**config.mk**
```make
export PLATFORM = sky130hd
export DESIGN_NAME = glc_counter
export DESIGN_NICKNAME = d
export VERILOG_FILES = /design/src/glc_pkg.sv /design/src/glc_counter.sv /design/src/glc_delay.sv
export SDC_FILE = /design/constraint.sdc
export NUM_CORES = 1
export LEC_CHECK = 0
export BUFFER_PORTS_ARGS = -buffer_cell sky130_fd_sc_hd__buf_2
export CAP_MARGIN = 40
export CORE_MARGIN = 3
export CORE_UTILIZATION = 45
export CTS_BUF_LIST = sky130_fd_sc_hd__clkbuf_16
export CTS_CLUSTER_SIZE = 40
export DETAILED_ROUTE_END_ITERATION = 8
export MAX_ROUTING_LAYER = met4
export SLEW_MARGIN = 10
export SYNTH_ARGS = -nofsm -noshare
export SYNTH_HDL_FRONTEND = slang
export SYNTH_SLANG_ARGS = --single-unit
```
**constraint.sdc**
```tcl
create_clock -name clk -period 6.1 [get_ports clk]
set_input_delay 1.83 -clock clk [delete_from_list [all_inputs] [get_ports clk]]
set_output_delay 1.83 -clock clk [all_outputs]
set_load 0.01 [all_outputs]
```
**src/glc_pkg.sv**
```systemverilog
package glc_pkg;
   localparam int unsigned CNT_W = 32;
   localparam int unsigned DLY_W = 8;
   localparam int unsigned NCHAN = 2;
   localparam int unsigned FPERIOD = 32;
   // register byte offsets
   localparam logic [7:0] OFS_CTRL   = 8'h00;
   localparam logic [7:0] OFS_HIGH   = 8'h04;
   localparam logic [7:0] OFS_LOW    = 8'h08;
   localparam logic [7:0] OFS_START  = 8'h0c;
   localparam logic [7:0] OFS_CMP0   = 8'h10;
   localparam logic [7:0] OFS_CMP1   = 8'h14;
   localparam logic [7:0] OFS_DELAY  = 8'h18;
   localparam logic [7:0] OFS_CMD    = 8'h1c;
   localparam logic [7:0] OFS_STATUS = 8'h20;
   localparam logic [7:0] OFS_COUNT  = 8'h24;
   // ctrl field positions
   localparam int unsigned B_SWGATE   = 0;
   localparam int unsigned B_HWEN     = 1;
   localparam int unsigned B_STOPLIM  = 2;
   localparam int unsigned B_ONCE     = 3;
   localparam int unsigned B_DIRIN    = 4;
   localparam int unsigned B_DIRCFG   = 5;
   localparam int unsigned B_LOADST   = 6;
   localparam int unsigned B_CMPLO    = 8;
   // cmd bits (write one)
   localparam int unsigned C_OCLR = 0;
   localparam int unsigned C_UCLR = 1;
   localparam int unsigned C_LOAD = 2;
   // status bits
   localparam int unsigned S_OFLW = 0;
   localparam int unsigned S_UFLW = 1;
   localparam int unsigned S_GATE = 2;
   localparam int unsigned S_CMP  = 3;
   localparam int unsigned S_STOP = 4;
   localparam logic [CNT_W-1:0] RST_HIGH  = 32'h7fffffff;
   localparam logic [CNT_W-1:0] RST_LOW   = 32'h00000000;
   localparam logic [CNT_W-1:0] ONCE_LOW  = 32'h00000000;
   typedef enum logic [3:0]
   {
      CMP_HIGH = 4'h1,
      CMP_LOW  = 4'h2,
      CMP_WIN  = 4'h4,
      CMP_NWIN = 4'h8
   } glc_cmp_t;
endpackage

```
**src/glc_counter.sv**
```systemverilog
`timescale 1ns/1ns
// ****************************************************************
// Functional notes
// - high limit violated when count equals high and an up pulse arrives
// - low limit violated when count equals low and a down pulse arrives
// - high violation sets overflow flag, low violation sets underflow flag
// - controller clear bits clear the overflow and underflow flags
// - configuration selects stop or continue after a limit violation
// - on violation the counter loads the opposite limit either way, except zero on a one-time high violation
// - software gate follows the controller control bit
// - configured hardware gate is open while the delayed gate pin is high
// - closed hardware gate holds counter and ignores pulses
// - internal gate is software AND hardware; unconfigured hardware is open
// - internal gate state is reported as a status bit
// - pulses counted only while internal gate is open
// - stop-at-limit closes gate until a gate is closed and reopened
// - hardware gate input passes a configurable delay first
// - one-time mode stops at high violation and sets counter to zero
// - one-time restart needs hardware gate low then high again
// - compare-high: cmp0 <= count <= high sets compare output
// - compare-low: low <= count <= cmp0 sets compare output
// - window: cmp0 <= count <= cmp1 sets compare output
// - direction input 0 counts up, 1 counts down
// - start option: continue from count or load start value
// ****************************************************************
module glc_counter
(
   input  wire logic        clk,            // 100 MHz clock
   input  wire logic        rstn,           // sync reset, active low
   input  wire logic        psel,           // apb select
   input  wire logic        penable,        // apb enable
   input  wire logic        pwrite,         // apb direction
   input  wire logic [7:0]  paddr,          // apb byte address
   input  wire logic [31:0] pwdata,         // apb write data
   output logic      [31:0] prdata,         // apb read data
   output logic             pready,         // apb ready
   output logic             pslverr,        // apb error
   input  wire logic        count_pulse,    // one-cycle count pulse
   input  wire logic        direction_input,// 0 up, 1 down
   input  wire logic        gate_input_pin, // hardware gate level
   output logic             internal_gate_state,  // gate status
   output logic             compare_output_state, // compare status
   output logic             overflow_event_flag,  // sticky overflow
   output logic             underflow_event_flag  // sticky underflow
);
   localparam int W = glc_pkg::CNT_W;
   // ****************************************************************
   // register bank
   // ****************************************************************
   logic [31:0]  ctrl_reg;
   logic [W-1:0] high_reg, low_reg, start_reg, cmp0_reg, cmp1_reg;
   logic [glc_pkg::DLY_W-1:0] dly_reg;
   logic [W-1:0] count_reg, count_next;
   logic         stop_reg, stop_next;
   logic         hw_prev_reg, sw_prev_reg;
   logic         oflw_reg, uflw_reg;
   logic         cmp_reg;

   wire wr_en   = psel && penable && pwrite;
   wire hit_ctl = paddr == glc_pkg::OFS_CTRL;
   wire hit_hi  = paddr == glc_pkg::OFS_HIGH;
   wire hit_lo  = paddr == glc_pkg::OFS_LOW;
   wire hit_st  = paddr == glc_pkg::OFS_START;
   wire hit_c0  = paddr == glc_pkg::OFS_CMP0;
   wire hit_c1  = paddr == glc_pkg::OFS_CMP1;
   wire hit_dl  = paddr == glc_pkg::OFS_DELAY;
   wire hit_cmd = paddr == glc_pkg::OFS_CMD;
   wire hit_sts = paddr == glc_pkg::OFS_STATUS;
   wire hit_cnt = paddr == glc_pkg::OFS_COUNT;
   wire mapped  = hit_ctl | hit_hi | hit_lo | hit_st | hit_c0 | hit_c1
                | hit_dl | hit_cmd | hit_sts | hit_cnt;
   wire cmd_wr  = wr_en && hit_cmd;
   wire o_clr   = cmd_wr && pwdata[glc_pkg::C_OCLR];
   wire u_clr   = cmd_wr && pwdata[glc_pkg::C_UCLR];
   wire ld_cmd  = cmd_wr && pwdata[glc_pkg::C_LOAD];

   assign pready  = 1'b1;
   assign pslverr = psel && penable && !mapped;

   always_ff @(posedge clk)
   begin
      if (!rstn)
      begin
         ctrl_reg  <= 32'h00000000;
         high_reg  <= glc_pkg::RST_HIGH;
         low_reg   <= glc_pkg::RST_LOW;
         start_reg <= 32'h00000000;
         cmp0_reg  <= 32'h00000000;
         cmp1_reg  <= 32'h00000000;
         dly_reg   <= 8'h00;
      end
      else if (wr_en)
      begin
         if (hit_ctl) ctrl_reg  <= pwdata;
         if (hit_hi)  high_reg  <= pwdata;
         if (hit_lo)  low_reg   <= pwdata;
         if (hit_st)  start_reg <= pwdata;
         if (hit_c0)  cmp0_reg  <= pwdata;
         if (hit_c1)  cmp1_reg  <= pwdata;
         if (hit_dl)  dly_reg   <= pwdata[glc_pkg::DLY_W-1:0];
      end
   end

   wire software_gate_control  = ctrl_reg[glc_pkg::B_SWGATE];
   wire hw_en    = ctrl_reg[glc_pkg::B_HWEN];
   wire stop_lim = ctrl_reg[glc_pkg::B_STOPLIM];
   wire once     = ctrl_reg[glc_pkg::B_ONCE];
   wire dir_pin  = ctrl_reg[glc_pkg::B_DIRIN];
   wire dir_cfg  = ctrl_reg[glc_pkg::B_DIRCFG];
   wire ld_start = ctrl_reg[glc_pkg::B_LOADST];
   wire [3:0] cmp_mode = ctrl_reg[glc_pkg::B_CMPLO +: 4];

   // ****************************************************************
   // gate logic
   // ****************************************************************
   logic hw_dly;
   glc_delay u_dly
   (
      .clk     (clk),
      .rstn    (rstn),
      .dly_len (dly_reg),
      .din     (gate_input_pin),
      .dout    (hw_dly)
   );
   wire hardware_gate_input   = hw_en ? hw_dly : 1'b1;
   wire base_gate = software_gate_control && hardware_gate_input;
   wire gate_open = base_gate && !stop_reg;
   // a reopen of either gate releases a limit stop; one-time needs the hardware_gate_input
   wire hw_rise   = hardware_gate_input && !hw_prev_reg;
   wire sw_rise   = software_gate_control && !sw_prev_reg;
   wire reopen    = once ? hw_rise : (hw_rise || sw_rise);
   // an opening edge of the internal gate is a start command
   wire gate_rise = base_gate && !(sw_prev_reg && hw_prev_reg);

   // ****************************************************************
   // counting
   // ****************************************************************
   wire down   = dir_pin ? direction_input : dir_cfg;
   wire pulse  = count_pulse && gate_open;
   wire hi_vio = pulse && !down && count_reg == high_reg;
   wire lo_vio = pulse && down && count_reg == low_reg;

   always_comb
   begin
      count_next = count_reg;
      stop_next  = stop_reg;
      if (reopen)
         stop_next = 1'b0;
      if (ld_cmd || (gate_rise && ld_start))
         count_next = start_reg;
      else if (hi_vio)
      begin
         count_next = once ? glc_pkg::ONCE_LOW : low_reg;
         if (stop_lim || once)
            stop_next = 1'b1;
      end
      else if (lo_vio)
      begin
         count_next = high_reg;
         if (stop_lim)
            stop_next = 1'b1;
      end
      else if (pulse)
         count_next = down ? count_reg - 32'h1 : count_reg + 32'h1;
   end

   always_ff @(posedge clk)
   begin
      if (!rstn)
      begin
         count_reg   <= 32'h00000000;
         stop_reg    <= 1'b0;
         // an unconfigured hardware_gate_input idles open, so no false rise after reset
         hw_prev_reg <= 1'b1;
         sw_prev_reg <= 1'b0;
      end
      else
      begin
         count_reg   <= count_next;
         stop_reg    <= stop_next;
         hw_prev_reg <= hardware_gate_input;
         sw_prev_reg <= software_gate_control;
      end
   end

   // set wins over a clear in the same cycle
   always_ff @(posedge clk)
   begin
      if (!rstn)
      begin
         oflw_reg <= 1'b0;
         uflw_reg <= 1'b0;
      end
      else
      begin
         oflw_reg <= hi_vio || (oflw_reg && !o_clr);
         uflw_reg <= lo_vio || (uflw_reg && !u_clr);
      end
   end

   // ****************************************************************
   // comparison
   // ****************************************************************
   wire ge_c0 = count_reg >= cmp0_reg;
   wire le_c0 = count_reg <= cmp0_reg;
   wire le_c1 = count_reg <= cmp1_reg;
   wire in_hi = ge_c0 && count_reg <= high_reg;
   wire in_lo = count_reg >= low_reg && le_c0;
   wire in_wn = ge_c0 && le_c1;
   logic cmp_val;
   always_comb
   begin
      unique case (cmp_mode)
         glc_pkg::CMP_HIGH: cmp_val = in_hi;
         glc_pkg::CMP_LOW:  cmp_val = in_lo;
         glc_pkg::CMP_WIN:  cmp_val = in_wn;
         glc_pkg::CMP_NWIN: cmp_val = !in_wn;
         default:           cmp_val = 1'b0;
      endcase
   end

   always_ff @(posedge clk)
   begin
      if (!rstn)
      begin
         cmp_reg             <= 1'b0;
         internal_gate_state <= 1'b0;
      end
      else
      begin
         cmp_reg             <= cmp_val;
         internal_gate_state <= gate_open;
      end
   end

   assign compare_output_state = cmp_reg;
   assign overflow_event_flag  = oflw_reg;
   assign underflow_event_flag = uflw_reg;

   wire [31:0] status_w = {27'h0, stop_reg, cmp_reg, internal_gate_state,
                           uflw_reg, oflw_reg};
   always_comb
   begin
      prdata = 32'h00000000;
      if (psel && !pwrite)
      begin
         if (hit_ctl) prdata = ctrl_reg;
         if (hit_hi)  prdata = high_reg;
         if (hit_lo)  prdata = low_reg;
         if (hit_st)  prdata = start_reg;
         if (hit_c0)  prdata = cmp0_reg;
         if (hit_c1)  prdata = cmp1_reg;
         if (hit_dl)  prdata = {24'h0, dly_reg};
         if (hit_sts) prdata = status_w;
         if (hit_cnt) prdata = count_reg;
      end
   end

   // ****************************************************************
   // assertions
   // ****************************************************************
   property p_ovf_set;
      @(posedge clk) disable iff (!rstn) hi_vio |=> overflow_event_flag;
   endproperty
   a_ovf_set: assert property (p_ovf_set) else $error("overflow not set");
   property p_unf_set;
      @(posedge clk) disable iff (!rstn) lo_vio |=> underflow_event_flag;
   endproperty
   a_unf_set: assert property (p_unf_set) else $error("underflow not set");
   property p_ovf_clr;
      @(posedge clk) disable iff (!rstn) (o_clr && !hi_vio) |=> !overflow_event_flag;
   endproperty
   a_ovf_clr: assert property (p_ovf_clr) else $error("overflow not cleared");
   property p_hold;
      @(posedge clk) disable iff (!rstn)
         (!gate_open && !ld_cmd && !(gate_rise && ld_start)) |=> $stable(count_reg);
   endproperty
   a_hold: assert property (p_hold) else $error("count moved while gated");
   property p_wrap_hi;
      @(posedge clk) disable iff (!rstn)
         (hi_vio && !once && !ld_cmd && !(gate_rise && ld_start))
         |=> count_reg == $past(low_reg);
   endproperty
   a_wrap_hi: assert property (p_wrap_hi) else $error("no low limit load");
   property p_once;
      @(posedge clk) disable iff (!rstn)
         (hi_vio && once && !ld_cmd && !(gate_rise && ld_start))
         |=> count_reg == 32'h0 && stop_reg;
   endproperty
   a_once: assert property (p_once) else $error("one-time stop wrong");
   property p_stop;
      @(posedge clk) disable iff (!rstn)
         ((hi_vio || lo_vio) && stop_lim && !reopen) |=> !gate_open;
   endproperty
   a_stop: assert property (p_stop) else $error("gate not closed at limit");
   property p_up;
      @(posedge clk) disable iff (!rstn)
         (pulse && !down && !hi_vio && !ld_cmd && !(gate_rise && ld_start))
         |=> count_reg == $past(count_reg) + 32'h1;
   endproperty
   a_up: assert property (p_up) else $error("up count wrong");
   property p_gate;
      @(posedge clk) disable iff (!rstn) (hw_en && !hw_dly) |=> !internal_gate_state;
   endproperty
   a_gate: assert property (p_gate) else $error("gate open with hw low");
   property p_unf_clr;
      @(posedge clk) disable iff (!rstn) (u_clr && !lo_vio) |=> !underflow_event_flag;
   endproperty
   a_unf_clr: assert property (p_unf_clr) else $error("underflow not cleared");
   property p_wrap_lo;
      @(posedge clk) disable iff (!rstn)
         (lo_vio && !ld_cmd && !(gate_rise && ld_start))
         |=> count_reg == $past(high_reg);
   endproperty
   a_wrap_lo: assert property (p_wrap_lo) else $error("no high limit load");
   property p_down;
      @(posedge clk) disable iff (!rstn)
         (pulse && down && !lo_vio && !ld_cmd && !(gate_rise && ld_start))
         |=> count_reg == $past(count_reg) - 32'h1;
   endproperty
   a_down: assert property (p_down) else $error("down count wrong");
   property p_sw_off;
      @(posedge clk) disable iff (!rstn) !software_gate_control |=> !internal_gate_state;
   endproperty
   a_sw_off: assert property (p_sw_off) else $error("gate open with sw low");
   property p_win;
      @(posedge clk) disable iff (!rstn)
         (cmp_mode == glc_pkg::CMP_WIN && count_reg >= cmp0_reg && count_reg <= cmp1_reg)
         |=> compare_output_state;
   endproperty
   a_win: assert property (p_win) else $error("window compare not set");
   property p_nwin;
      @(posedge clk) disable iff (!rstn)
         (cmp_mode == glc_pkg::CMP_NWIN && count_reg >= cmp0_reg && count_reg <= cmp1_reg)
         |=> !compare_output_state;
   endproperty
   a_nwin: assert property (p_nwin) else $error("inverted window set inside");
   property p_keep;
      @(posedge clk) disable iff (!rstn) (stop_reg && !hw_rise && !sw_rise) |=> stop_reg;
   endproperty
   a_keep: assert property (p_keep) else $error("limit stop released early");
   property p_once_keep;
      @(posedge clk) disable iff (!rstn) (stop_reg && once && !hw_rise) |=> stop_reg;
   endproperty
   a_once_keep: assert property (p_once_keep) else $error("one-time restart early");
   c_ovf:  cover property (@(posedge clk) disable iff (!rstn) hi_vio);
   c_unf:  cover property (@(posedge clk) disable iff (!rstn) lo_vio);
   c_cmp:  cover property (@(posedge clk) disable iff (!rstn) $rose(compare_output_state));
   c_rel:  cover property (@(posedge clk) disable iff (!rstn) stop_reg && reopen);
endmodule // glc_counter

```
**src/glc_delay.sv**
```systemverilog
`timescale 1ns/1ns
// programmable input delay: a level must hold dly_len+2 cycles before it passes
module glc_delay
(
   input  wire logic                     clk,     // system clock
   input  wire logic                     rstn,    // sync reset, active low
   input  wire logic [glc_pkg::DLY_W-1:0] dly_len, // delay in cycles
   input  wire logic                     din,     // raw level
   output logic                          dout     // delayed level
);
   logic [glc_pkg::DLY_W-1:0] cnt_reg;
   logic                      last_reg;
   wire                       changed = din != last_reg;
   wire                       expired = cnt_reg >= dly_len;

   always_ff @(posedge clk)
   begin
      if (!rstn)
      begin
         cnt_reg  <= 8'h00;
         last_reg <= 1'b0;
         dout     <= 1'b0;
      end
      else
      begin
         last_reg <= din;
         if (changed)
            cnt_reg <= 8'h00;
         else if (!expired)
            cnt_reg <= cnt_reg + 8'h01;
         if (!changed && expired)
            dout <= din;
      end
   end
endmodule // glc_delay

```
==> flow_summary_export.csv <==
group,metric,value,unit
layout,area_growth_syn_to_layout,11.69,%
sta,min_period_over_period,98.77,%
drt,detail-route-antenna-nets,0,
setup_path,required,4.27,ns
drt,drt-total-wl,67030,um
sta,fin_skew,0.01425,ns
sta,slew_viol_final,0,
global_routing,gr-total-overflow,0,
place,dp_hpwl,49710,um
power_and_ir_drop,peakVddDrop,0.1966,mV
synth,ys_warn_count,0,
layout,ff_latch_area,0.004985,mm^2
global_routing,grt_use_total,34.50,%
clock_network,clk_path_buf_depth,3,
floorplanning,io_pins,86,
synth,syn-num-nets,2446,
synth,async_reset_ff_share,0,%
synth,synth_area_leader_cell,"dfxtp_1",
setup_path,r2r_cells,10,
floorplanning,coreArea,0.03574,mm^2
status,status,"completed",
clock_network,tritoncts,"built",
global_routing,grt_pass1_vias,15740,
synth,synth.most_common_cell,"nand2_1",
sta,finalCriticalPeriod,6.025,ns
global_routing,grt_max_degree,84,
drt,dr.first_iter.drc_count,2159,
setup_path,critPathLaunch,"paddr[1]",
hold_path,hold_path_class,"flop to flop",
sta,layout_setup_ws,0.07533,ns
floorplanning,die-area,0.03876,mm^2
setup_path,r2r-start,"ctrl_reg[4]",
sta,slew_headroom,42.44,%
sta,tns,0,ns
clock_network,cts.htree.levels,1,
synth,synth_edf_count,0,
power_and_ir_drop,p_per_area,195.6,mW/mm^2
synth,avgSynthCellArea,7.353,um^2
synth,ys_seq_area_share,30.40,%
synth,synthCells,2230,
clock_network,cts_buffers,28,
drt,dr_total_vias,17260,
floorplanning,die_h,196.9,um
clock_network,cts-root-buf,"clkbuf_16",
clock_network,insertion_delay,0.57,ns
layout,multi_input_area,0.01033,mm^2
synth,synth_area_leaders,"dfxtp_1, ha_1, nand2_1",
setup_path,crit_type,"input port to primary output",
global_routing,grt_pass1_wl,99570,um
flow_run,max-cap-violations,0,
floorplanning,placementRows,69,
setup_path,cp-start-kind,"input port",
drt,routedWlPerCell,24.45,um
drt,drc,0,
hold_path,whs_path_depth,2,
drt,routed_via_density,6.297,
layout,drive_above_1_share,8.867,%
place,place_congestion,0.9786,
synth,syn_area,0.01640,mm^2
place,numPortBuffers,84,
drt,firstDrtPassIters,6,
synth,ys_ff_latch,249,
sta,fmaxAchievable,166.0,MHz
setup_path,cp_max_fo,12,
global_routing,antenna_found_initial,1,
clock_network,clkTransAtPathRegs,0.06,ns
place,place_ws,0.1327,ns
floorplanning,start_util,45.88,%
place,dp_cells,2688,
sta,final-hold-violation-count,0,
power_and_ir_drop,leakage,7.252,nW
sta,worst_pin_slew,0.8555,ns
synth,yosysTopAreaCellShare,30.40,%
layout,layoutNonFillerInstCount,2741,
floorplanning,die-width,196.9,um
synth,netlist_top_cells_count,"nand2_1, a21oi_1, dfxtp_1, ha_1, inv_1",
setup_path,endpoint_kind,"primary output",
layout,nets,2473,
sta,rsz0062_at_grt,"false",
sta,setup_viol,0,
layout,final.fill_count,3541,
clock_network,numClockSinks,249,
synth,synthFlopType,"dfxtp_1",
power_and_ir_drop,p_total,3.583,mW
setup_path,arrival,4.19,ns
hold_path,holdCritStartpoint,"ctrl_reg[19]",
synth,ys_types,73,
==> metal layers <==
| layer | wire [um] | global-route usage (%) |
|---|---|---|
| met1 | 30750 | 50.87 |
| met2 | 27230 | 47.88 |
| met3 | 7710 | 8.735 |
| met4 | 1329 | 6.098 |
| met5 | 0 | - |
==> critical path, cell delays in order <==
cell     delay, ns
buf_2         0.09
or4_4         0.60
nor4_2        0.26
buf_12        0.18
and2_1        0.19
buf_4         0.24
buf_4         0.22
a22oi_1       0.11
a31oi_1       0.25
buf_2         0.19
==> cells by family after synthesis <==
group / count (synthesis) / share of synthesized area [%]
adder cells (fa/ha/maj): 168 / 12.87
XOR/XNOR: 27 / 1.442
AND/OR/NAND/NOR: 757 / 20.13
other: 1 / 0.02287
buffers and inverters: 288 / 6.830
AO/OA/AOI/OAI: 728 / 27.54
multiplexers: 12 / 0.7707
flip-flops: 249 / 30.40
==> placed cells by master (no fill, tap or decap), types with 42 or more instances in the layout <==
| cell | instances |
|---|---|
| nand2_1 | 463 |
| ha_1 | 167 |
| a21oi_1 | 308 |
| nand3_1 | 43 |
| buf_4 | 42 |
| buf_2 | 84 |
| dfxtp_1 | 249 |
| o211ai_1 | 49 |
| a22oi_1 | 55 |
| o21ai_0 | 112 |
| inv_1 | 159 |
| nor2_1 | 103 |
==> stage by stage <==
step	utilization (%)	instance area (um^2)	hold WS, ns
3_5_place_dp	48.50	17330	0.4462
2_1_floorplan	-	16400	0.4360
4_1_cts	51.21	18300	0.4542
5_1_grt	51.24	18310	0.4711
6_report	51.24	18310	0.4535
3_3_place_gp	48.50	17330	0.4421
==> where the power goes <==
part | leakage [nW] | internal, mW | switching (mW)
clock network | 0.504 | 1.10 | 0.716
registers | 2.01 | 1.63 | 0.00155
logic | 4.74 | 0.0298 | 0.105
total | 7.25 | 2.76 | 0.822
==> final timing paths <==
| kind | to | slack, ns |
|---|---|---|
| max | prdata[17] | 0.08 |
| min | ctrl_reg[19] | 0.45 |
| max reg2reg | count_reg[22] | 2.30 |
| min reg2reg | ctrl_reg[19] | 0.45 |
==> timing repair <==
item / CTS / global route
buffers inserted: 0 / 0
hold buffers: 0 / 0
endpoints found under the setup margin: 0 / 1
gates resized for setup: 0 / 1
==> cell type report <==
type                    count  area share [%]
clock buffers              29           3.963
multi-input cells        1693           56.38
flip-flops and latches    249           27.22
diodes                      2         0.02733
well taps                 461           3.150
inverters                 152           3.143
repair buffers            133           4.782
clock inverters            22           1.332
Note: power is estimated with default switching activity, not from simulation.
